### src/logic/thermo_defines.svh
/*
  Offsets, field positions, reset values and command codes of the
  thermostat alarm block. Assumes byte addressing on a 32-bit bus.
*/
`ifndef THERMO_DEFINES_SVH
`define THERMO_DEFINES_SVH

// Register byte offsets
`define OFS_CMD 8'h00
`define OFS_DATA 8'h04
`define OFS_CFG 8'h08
`define OFS_IRQ_STATUS 8'h0C
`define OFS_IRQ_MASK 8'h10

// Command codes
`define CMD_UPPER_LIMIT 8'hA1
`define CMD_LOWER_LIMIT 8'hA2
`define CMD_READ_TEMP 8'hAA

// Configuration register fields
`define CFG_SENSE_BIT 0
`define CFG_MODE_LO 1
`define CFG_MODE_HI 2
`define CFG_FLAG_BIT 3
`define CFG_LATCH_BIT 4

// Interrupt status bit positions
`define IRQ_FLAG_SET 0
`define IRQ_FLAG_CLR 1
`define IRQ_CONV 2
`define IRQ_W 3

// Reset values
`define CMD_RST 8'h00
`define UPPER_RST 16'h7D00
`define LOWER_RST 16'hC900
`define TEMP_RST 16'h0000
`define SENSE_RST 1'b0
`define MODE_RST 2'b00
`define ALARM_RST 1'b1
`define IRQ_RST 3'h0

`endif

### src/logic/thermo_pkg.sv
/*
  Types shared by the thermostat alarm block.
  Assumes the defines header is compiled alongside.
*/
package thermo_pkg;
  typedef struct packed {
    logic valid;
    logic [15:0] temp;
  } conv_s;

  typedef struct packed {
    logic [1:0] mode;
    logic sense;
  } cfg_s;

  typedef struct packed {
    logic read;
    logic write;
    logic [7:0] address;
    logic [3:0] byteenable;
    logic [31:0] writedata;
  } avs_req_s;
endpackage

### src/logic/thermostat_alarm_logic.sv
/*
  Thermostat alarm block with an Avalon-MM register slave.
  Assumes one 40 MHz clock and conversion results from a sensor core.
*/
// Summary of operation
// - A1h selects upper, A2h lower limit
// - Alarm active when temperature exceeds upper limit
// - Sense one: active high, inactive low
// - Sense zero: active low, inactive high
// - Flag sets when temperature exceeds upper limit
// - Flag holds until temperature below lower limit
// - AAh returns latest conversion result, repeatable
// - Mode field gates alarm; flags always work
// - Sticky latch set on first alarm, reset-only
`timescale 1ns/10ps
`default_nettype none
`include "thermo_defines.svh"
module thermostat_alarm_logic (
  input wire logic I_CLK,
  input wire logic I_ARST_N,
  input wire thermo_pkg::avs_req_s I_AVS,
  output logic [31:0] O_AVS_READDATA,
  output logic O_AVS_WAITREQUEST,
  input wire thermo_pkg::conv_s I_CONV,
  input wire logic I_TIME_ALARM,
  output logic O_ALARM_OUTPUT,
  output logic O_IRQ
);
  import thermo_pkg::*;

  logic [7:0] cmd;
  logic [15:0] upper_limit;
  logic [15:0] lower_limit;
  logic [15:0] temp;
  cfg_s cfg;
  logic [`IRQ_W-1:0] irq_status;
  logic [`IRQ_W-1:0] irq_mask;
  logic [`IRQ_W-1:0] next_irq_status;
  logic [`IRQ_W-1:0] next_irq_mask;
  logic heat_next;
  logic heat_alarm_flag;
  logic sticky_heat_latch;
  logic set_evt;
  logic clr_evt;

  function automatic logic [15:0] merge16(input logic [15:0] old_v,
                                          input logic [15:0] new_v,
                                          input logic [1:0] be);
    merge16 = {be[1] ? new_v[15:8] : old_v[15:8], be[0] ? new_v[7:0] : old_v[7:0]};
  endfunction

  // Bus decode
  wire req_new;
  wire accept_wr;
  wire sel_cmd;
  wire sel_data;
  wire sel_cfg;
  wire sel_sts;
  wire sel_msk;
  wire lane0;
  wire is_upper;
  wire is_lower;
  wire is_temp;
  wire ld_upper;
  wire ld_lower;
  wire [15:0] data_view;
  wire [31:0] rd_mux;
  wire [`IRQ_W-1:0] events;
  wire [`IRQ_W-1:0] w1c;
  wire active_next;
  wire alarm_next;

  assign req_new = (I_AVS.read | I_AVS.write) & O_AVS_WAITREQUEST;
  assign accept_wr = I_AVS.write & ~O_AVS_WAITREQUEST;
  assign sel_cmd = I_AVS.address == `OFS_CMD;
  assign sel_data = I_AVS.address == `OFS_DATA;
  assign sel_cfg = I_AVS.address == `OFS_CFG;
  assign sel_sts = I_AVS.address == `OFS_IRQ_STATUS;
  assign sel_msk = I_AVS.address == `OFS_IRQ_MASK;
  assign lane0 = I_AVS.byteenable[0];

  // Command register steers what the data window reaches
  assign is_upper = cmd == `CMD_UPPER_LIMIT;
  assign is_lower = cmd == `CMD_LOWER_LIMIT;
  assign is_temp = cmd == `CMD_READ_TEMP;
  // Temperature is read-only: a data write under AAh is dropped
  assign ld_upper = accept_wr & sel_data & is_upper;
  assign ld_lower = accept_wr & sel_data & is_lower;

  assign data_view = is_upper ? upper_limit :
                     is_lower ? lower_limit :
                     is_temp ? temp : 16'h0000;

  assign rd_mux = sel_cmd ? {24'h00_0000, cmd} :
                  sel_data ? {16'h0000, data_view} :
                  sel_cfg ? {27'h000_0000, sticky_heat_latch, heat_alarm_flag, cfg.mode, cfg.sense} :
                  sel_sts ? {29'h0000_0000, irq_status} :
                  sel_msk ? {29'h0000_0000, irq_mask} : 32'h0000_0000;

  heat_comparator i_heat_comparator (
    .i_clk(I_CLK),
    .i_arst_n(I_ARST_N),
    .i_conv(I_CONV),
    .i_upper(upper_limit),
    .i_lower(lower_limit),
    .o_next_flag(heat_next),
    .o_flag(heat_alarm_flag),
    .o_latch(sticky_heat_latch),
    .o_set(set_evt),
    .o_clr(clr_evt)
  );

  // Output built from the flag's next value so both move on one edge
  assign active_next = (cfg.mode[0] & heat_next) | (cfg.mode[1] & I_TIME_ALARM);
  assign alarm_next = cfg.sense ? active_next : ~active_next;

  // Answer one cycle after the request is seen
  always_ff @(posedge I_CLK or negedge I_ARST_N) begin
    if (!I_ARST_N) begin
      O_AVS_WAITREQUEST <= 1'b1;
    end else begin
      O_AVS_WAITREQUEST <= ~req_new;
    end
  end

  always_ff @(posedge I_CLK or negedge I_ARST_N) begin
    if (!I_ARST_N) begin
      O_AVS_READDATA <= 32'h0000_0000;
    end else if (I_AVS.read & O_AVS_WAITREQUEST) begin
      O_AVS_READDATA <= rd_mux;
    end
  end

  always_ff @(posedge I_CLK or negedge I_ARST_N) begin
    if (!I_ARST_N) begin
      cmd <= `CMD_RST;
    end else if (accept_wr & sel_cmd & lane0) begin
      cmd <= I_AVS.writedata[7:0];
    end
  end

  always_ff @(posedge I_CLK or negedge I_ARST_N) begin
    if (!I_ARST_N) begin
      upper_limit <= `UPPER_RST;
      lower_limit <= `LOWER_RST;
    end else begin
      if (ld_upper) begin
        upper_limit <= merge16(upper_limit, I_AVS.writedata[15:0], I_AVS.byteenable[1:0]);
      end
      if (ld_lower) begin
        lower_limit <= merge16(lower_limit, I_AVS.writedata[15:0], I_AVS.byteenable[1:0]);
      end
    end
  end

  always_ff @(posedge I_CLK or negedge I_ARST_N) begin
    if (!I_ARST_N) begin
      temp <= `TEMP_RST;
    end else if (I_CONV.valid) begin
      temp <= I_CONV.temp;
    end
  end

  always_ff @(posedge I_CLK or negedge I_ARST_N) begin
    if (!I_ARST_N) begin
      cfg.sense <= `SENSE_RST;
      cfg.mode <= `MODE_RST;
      irq_mask <= `IRQ_RST;
    end else begin
      if (accept_wr & sel_cfg & lane0) begin
        cfg.sense <= I_AVS.writedata[`CFG_SENSE_BIT];
        cfg.mode <= I_AVS.writedata[`CFG_MODE_HI:`CFG_MODE_LO];
      end
      irq_mask <= next_irq_mask;
    end
  end

  // Interrupt status: a new event beats a clear in the same cycle
  assign events[`IRQ_FLAG_SET] = set_evt;
  assign events[`IRQ_FLAG_CLR] = clr_evt;
  assign events[`IRQ_CONV] = I_CONV.valid;
  assign w1c = (accept_wr & sel_sts & lane0) ? I_AVS.writedata[`IRQ_W-1:0] : '0;
  // New mask used at once so the interrupt pin never lags a mask write
  assign next_irq_mask = (accept_wr & sel_msk & lane0) ?
                         I_AVS.writedata[`IRQ_W-1:0] : irq_mask;

  genvar b;
  generate
    for (b = 0; b < `IRQ_W; b++) begin : g_irq
      assign next_irq_status[b] = events[b] | (irq_status[b] & ~w1c[b]);
    end
  endgenerate

  always_ff @(posedge I_CLK or negedge I_ARST_N) begin
    if (!I_ARST_N) begin
      irq_status <= `IRQ_RST;
      O_IRQ <= 1'b0;
    end else begin
      irq_status <= next_irq_status;
      O_IRQ <= |(next_irq_status & next_irq_mask);
    end
  end

  always_ff @(posedge I_CLK or negedge I_ARST_N) begin
    if (!I_ARST_N) begin
      O_ALARM_OUTPUT <= `ALARM_RST;
    end else begin
      O_ALARM_OUTPUT <= alarm_next;
    end
  end

  wire hot_in = I_CONV.valid & ($signed(I_CONV.temp) > $signed(upper_limit));
  wire cold_in = I_CONV.valid & ($signed(I_CONV.temp) < $signed(lower_limit));
  wire full_be = I_AVS.byteenable[1:0] == 2'b11;
  wire sel_none = ~(sel_cmd | sel_data | sel_cfg | sel_sts | sel_msk);
endmodule
`default_nettype wire

### src/logic/heat_comparator.sv
/*
  Hysteretic heat comparator: alarm flag and sticky latch.
  Assumes conversion results arrive as one-cycle valid pulses.
*/
`timescale 1ns/10ps
`default_nettype none
module heat_comparator (
  input wire logic i_clk,
  input wire logic i_arst_n,
  input wire thermo_pkg::conv_s i_conv,
  input wire logic [15:0] i_upper,
  input wire logic [15:0] i_lower,
  output logic o_next_flag,
  output logic o_flag,
  output logic o_latch,
  output logic o_set,
  output logic o_clr
);
  import thermo_pkg::*;
  wire hot;
  wire cold;

  assign hot = i_conv.valid & ($signed(i_conv.temp) > $signed(i_upper));
  assign cold = i_conv.valid & ($signed(i_conv.temp) < $signed(i_lower));
  // Crossed limits: setting wins so an alarm is never missed
  assign o_next_flag = hot | (o_flag & ~cold);
  assign o_set = o_next_flag & ~o_flag;
  assign o_clr = o_flag & ~o_next_flag;

  always_ff @(posedge i_clk or negedge i_arst_n) begin
    if (!i_arst_n) begin
      o_flag <= 1'b0;
      o_latch <= 1'b0;
    end else begin
      o_flag <= o_next_flag;
      // Only a reset clears it
      o_latch <= o_latch | hot;
    end
  end
endmodule
`default_nettype wire

### config.mk
export PLATFORM = sky130hd
export DESIGN_NAME = thermostat_alarm_logic
export DESIGN_NICKNAME = d
export VERILOG_FILES = /design/src/logic/thermo_pkg.sv /design/src/logic/thermostat_alarm_logic.sv /design/src/logic/heat_comparator.sv
export VERILOG_INCLUDE_DIRS = /design/src /design/src/logic
export SDC_FILE = /design/constraint.sdc
export NUM_CORES = 1
export LEC_CHECK = 0
export BUFFER_PORTS_ARGS = -buffer_cell sky130_fd_sc_hd__buf_2
export CAP_MARGIN = 25
export CORE_ASPECT_RATIO = 0.75
export CORE_MARGIN = 4
export CORE_UTILIZATION = 50
export DETAILED_ROUTE_END_ITERATION = 10
export PLACE_DENSITY = 0.74
export SETUP_SLACK_MARGIN = 0.5
export SLEW_MARGIN = 20
export SYNTH_ARGS = -nofsm -noshare
export SYNTH_HDL_FRONTEND = slang
export SYNTH_SLANG_ARGS = --single-unit
### constraint.sdc
create_clock -name I_CLK -period 2.5 [get_ports I_CLK]
set_input_delay 0.5 -clock I_CLK [delete_from_list [all_inputs] [get_ports I_CLK]]
set_output_delay 0.5 -clock I_CLK [all_outputs]
set_load 0.005 [all_outputs]
==> results_dict.tcl <==
set metrics [dict create \
    syn-instance-count 485 \
    critPathMaxFanout 3 \
    cts_tree "built" \
    layout_worst_path_cycle_share_pct 88.1 \
    antenna_found_initial 0 \
    nets 670 \
    wl_per_cell_um 18.7 \
    wl_mm 13.2 \
    synth_area_per_cell_sq_um 10.1 \
    cts_sinks 86 \
    min_path_type "in -> async" \
    synth-async-reset-ratio_pct 100 \
    fin_tns_setup_ns 0 \
    rsz0062_at_grt "yes" \
    grt_pass1_vias 3925 \
    synth_cell_types 57 \
    yosys-top-cells-count "74 x dfrtp_1, 48 x nand2_1, 37 x inv_1" \
    synth-seq-cells 86 \
    tightestPinTransition_ns 0.813 \
    num_rows 30 \
    dieWidth_um 122 \
    setup_viol 0 \
    critPathKind "reg -> reg" \
    area_growth_pct 26.0 \
    grt_max_degree 47 \
    cp_num_buf_inv 1 \
    vias 4078 \
    routabilityCongestion 0.855 \
    synth-edff-count 0 \
    required_ns 2.77 \
    ys_warn_count 0 \
    cp_slowest_cell "dfstp_2" \
    timing.critical_path.cells "inv_2 > ha_4 > nand4_1 > nor3_2 > o22ai_1 > o221a_2 > or2_4 > a41o_1 > nor2_1" \
    finalHoldViolCount 0 \
    dr.pass1.iters 5 \
    cts_root_buffer "clkbuf_16" \
    synth_most_common_cell "dfrtp_1" \
    max_freq_ghz 0.454 \
    initial_core_util_pct 52.6 \
    cts_buffers 9 \
    port_buffers 66 \
    ant_nets 0 \
    power_per_cell_area_nw_per_um2 537 \
    cp-start-kind "flip-flop" \
    fin_worst_skew_ns 0.00904 \
    period_needed_ns 2.20 \
    grtUsageTotal_pct 23.7 \
    drc 0 \
    slew_headroom_pct 45.7 \
    clk_pin_slew_ns 0.07 \
    critPathTopFamily "simple AND/OR/NAND/NOR gates" \
    core_area_sq_um 9270 \
    slowest_delay_ns 0.54 \
    antennaDiodeCount 0 \
    clock_latency_ns 0.34 \
    maxCapViolations 0 \
    slew_violations 0 \
    dpl_cell_area_sq_um 5450 \
    cts_max_path_buffers 2 \
    netlist_area_sq_um 4880 \
    n_fill_cell 711 \
    final_layout_size_suffix_gt1_share_pct 37.4 \
    h-tree-depth 3 \
    yosysTopAreaCell "dfrtp_1" \
    dieArea_sq_um 11400 \
    status "finished clean" \
    vdd_ir_drop_max_mv 0.371 \
    grt_overflow 0 \
    leakagePower_nw 2.82 \
    yosysSeqAreaShare_pct 44.4 \
    grt_first_pass_wirelength_mm 20.7 \
    final_cell_area_sq_um 6140 \
    first_iter_violations 370 \
    crit_arrival_ns 2.48 \
    synth_top_area_share_pct 38.0 \
    io_pins 101 \
    hpwl_mm 9.07 \
    via_per_inst 5.78 \
    synth.area.top_cells "dfrtp_1 38%, ha_1 8.0%, mux2_2 7.9%, dfstp_2 6.5%, nand2_1 3.7%" \
    synth_ff_type "dfrtp_1" \
    die_h_um 93.5 \
    endpoint_kind "flip-flop" \
]
state kept, by name, indices dropped and copies added (netlist names), 3 cells and up:
name	count
O_AVS_READDATA	16
lower_limit	16
temp	16
upper_limit	16
cmd	8
cfg	3
irq_mask	3
irq_status	3
cell type report:
class	instances	area, sq um	area share, %
Timing Repair Buffer	94	597	9.71
Inverter	37	139	2.26
Multi-Input combinational cell	345	2730	44.5
Tap cell	128	160	2.61
Clock inverter	5	108	1.75
Clock buffer	10	239	3.89
Sequential cell	86	2170	35.3
worst register-to-register path, stage by stage (launching register included):
cell and delay (ns):
dfstp_2 0.54, inv_2 0.05, ha_4 0.27, nand4_1 0.16
nor3_2 0.21, o22ai_1 0.11, o221a_2 0.30, or2_4 0.24
a41o_1 0.18, nor2_1 0.09
worst paths after layout:
check / from / endpoint / slack (ns) / cells past startpoint
hold reg to reg: O_AVS_READDATA[9] / O_AVS_READDATA[9] / 0.47 / 2
min in group I_CLK: I_AVS[44] / O_AVS_WAITREQUEST / 0.32 / 2
setup / recovery: lower_limit[15] / O_ALARM_OUTPUT / 0.30 / 9
max in group asynchronous: I_ARST_N / O_ALARM_OUTPUT / 1.66 / 2
setup reg to reg: lower_limit[15] / O_ALARM_OUTPUT / 0.30 / 9
hold / removal: I_ARST_N / temp[8] / 0.14 / 1
placed cells by master, fill, tap and decap left out, drive strengths merged, types with 2 or more instances in the layout:
master,n
o21ai,35
a21o,2
and2,2
bufinv,3
dfrtp,74
a211oi,3
a21oi,30
and3,2
and4,4
o221ai,2
clkbuf,10
mux2,41
dfstp,12
a22oi,5
mux2i,14
nand4,5
o311a,2
conb,16
nand3,17
inv,37
nor2,26
o31ai,10
a22o,4
nand2b,6
buf,94
nand2,48
nor4,2
nor2b,6
clkinv,2
a32o,3
and2b,2
ha,31
nor3,6
or4,2
cells by family (layout without fill, tap and decap cells):
family / Yosys count / count (layout) / synth area share, %
other: 1 / 16 / 0.0769
adders and majority gates: 31 / 31 / 7.95
DFF: 86 / 86 / 44.4
AOI/OAI and AO/OA: 108 / 108 / 14.0
and+or+nand+nor: 133 / 135 / 13.8
buffers and inverters: 71 / 146 / 6.82
muxes: 55 / 55 / 12.9
metrics by stage:
stage / utilization [%] / hold slack, ns / std cells / total power, W / setup WS [ns]
after floorplan: - / 0.204 / 500 / 0.00162 / 0.200
after global placement: 58.7 / 0.460 / 676 / 0.00173 / -0.0194
after detailed placement: 58.7 / 0.465 / 676 / 0.00174 / -0.0490
after CTS: 64.9 / 0.157 / 700 / 0.00331 / 0.270
after global routing: 66.3 / 0.174 / 705 / 0.00342 / 0.194
final: 66.3 / 0.138 / 705 / 0.00330 / 0.297
repair_timing:
action / 4_1_cts / 5_1_grt
resized for setup: 37 / 26
pin swaps: 9 / 18
endpoints found under the setup margin: 37 / 38
hold endpoints to repair: 0 / 0
hold buffers: 0 / 0
gates cloned: 2 / 0
buffers inserted: 7 / 5
power by group:
group / switching [W] / leakage, nW / internal, W
Combinational: 0.000173 / 1.58 / 0.000119
Sequential: 0.0000243 / 1.07 / 0.00143
Clock: 0.000549 / 0.169 / 0.00100
metal layers:
| metal | part of all wire (%) | up-vias | global-route usage, % | wire length (um) |
|---|---|---|---|---|
| met4 | 1.4 | 0 | 4.94 | 189 |
| met3 | 8.8 | 19 | 7.13 | 1170 |
| li1 | - | 1886 | - | - |
| met1 | 46 | 1991 | 34.4 | 6020 |
| met5 | 0 | - | 0 | 0 |
| met2 | 44 | 182 | 35.2 | 5820 |
Power figures use the tool's default switching activity.
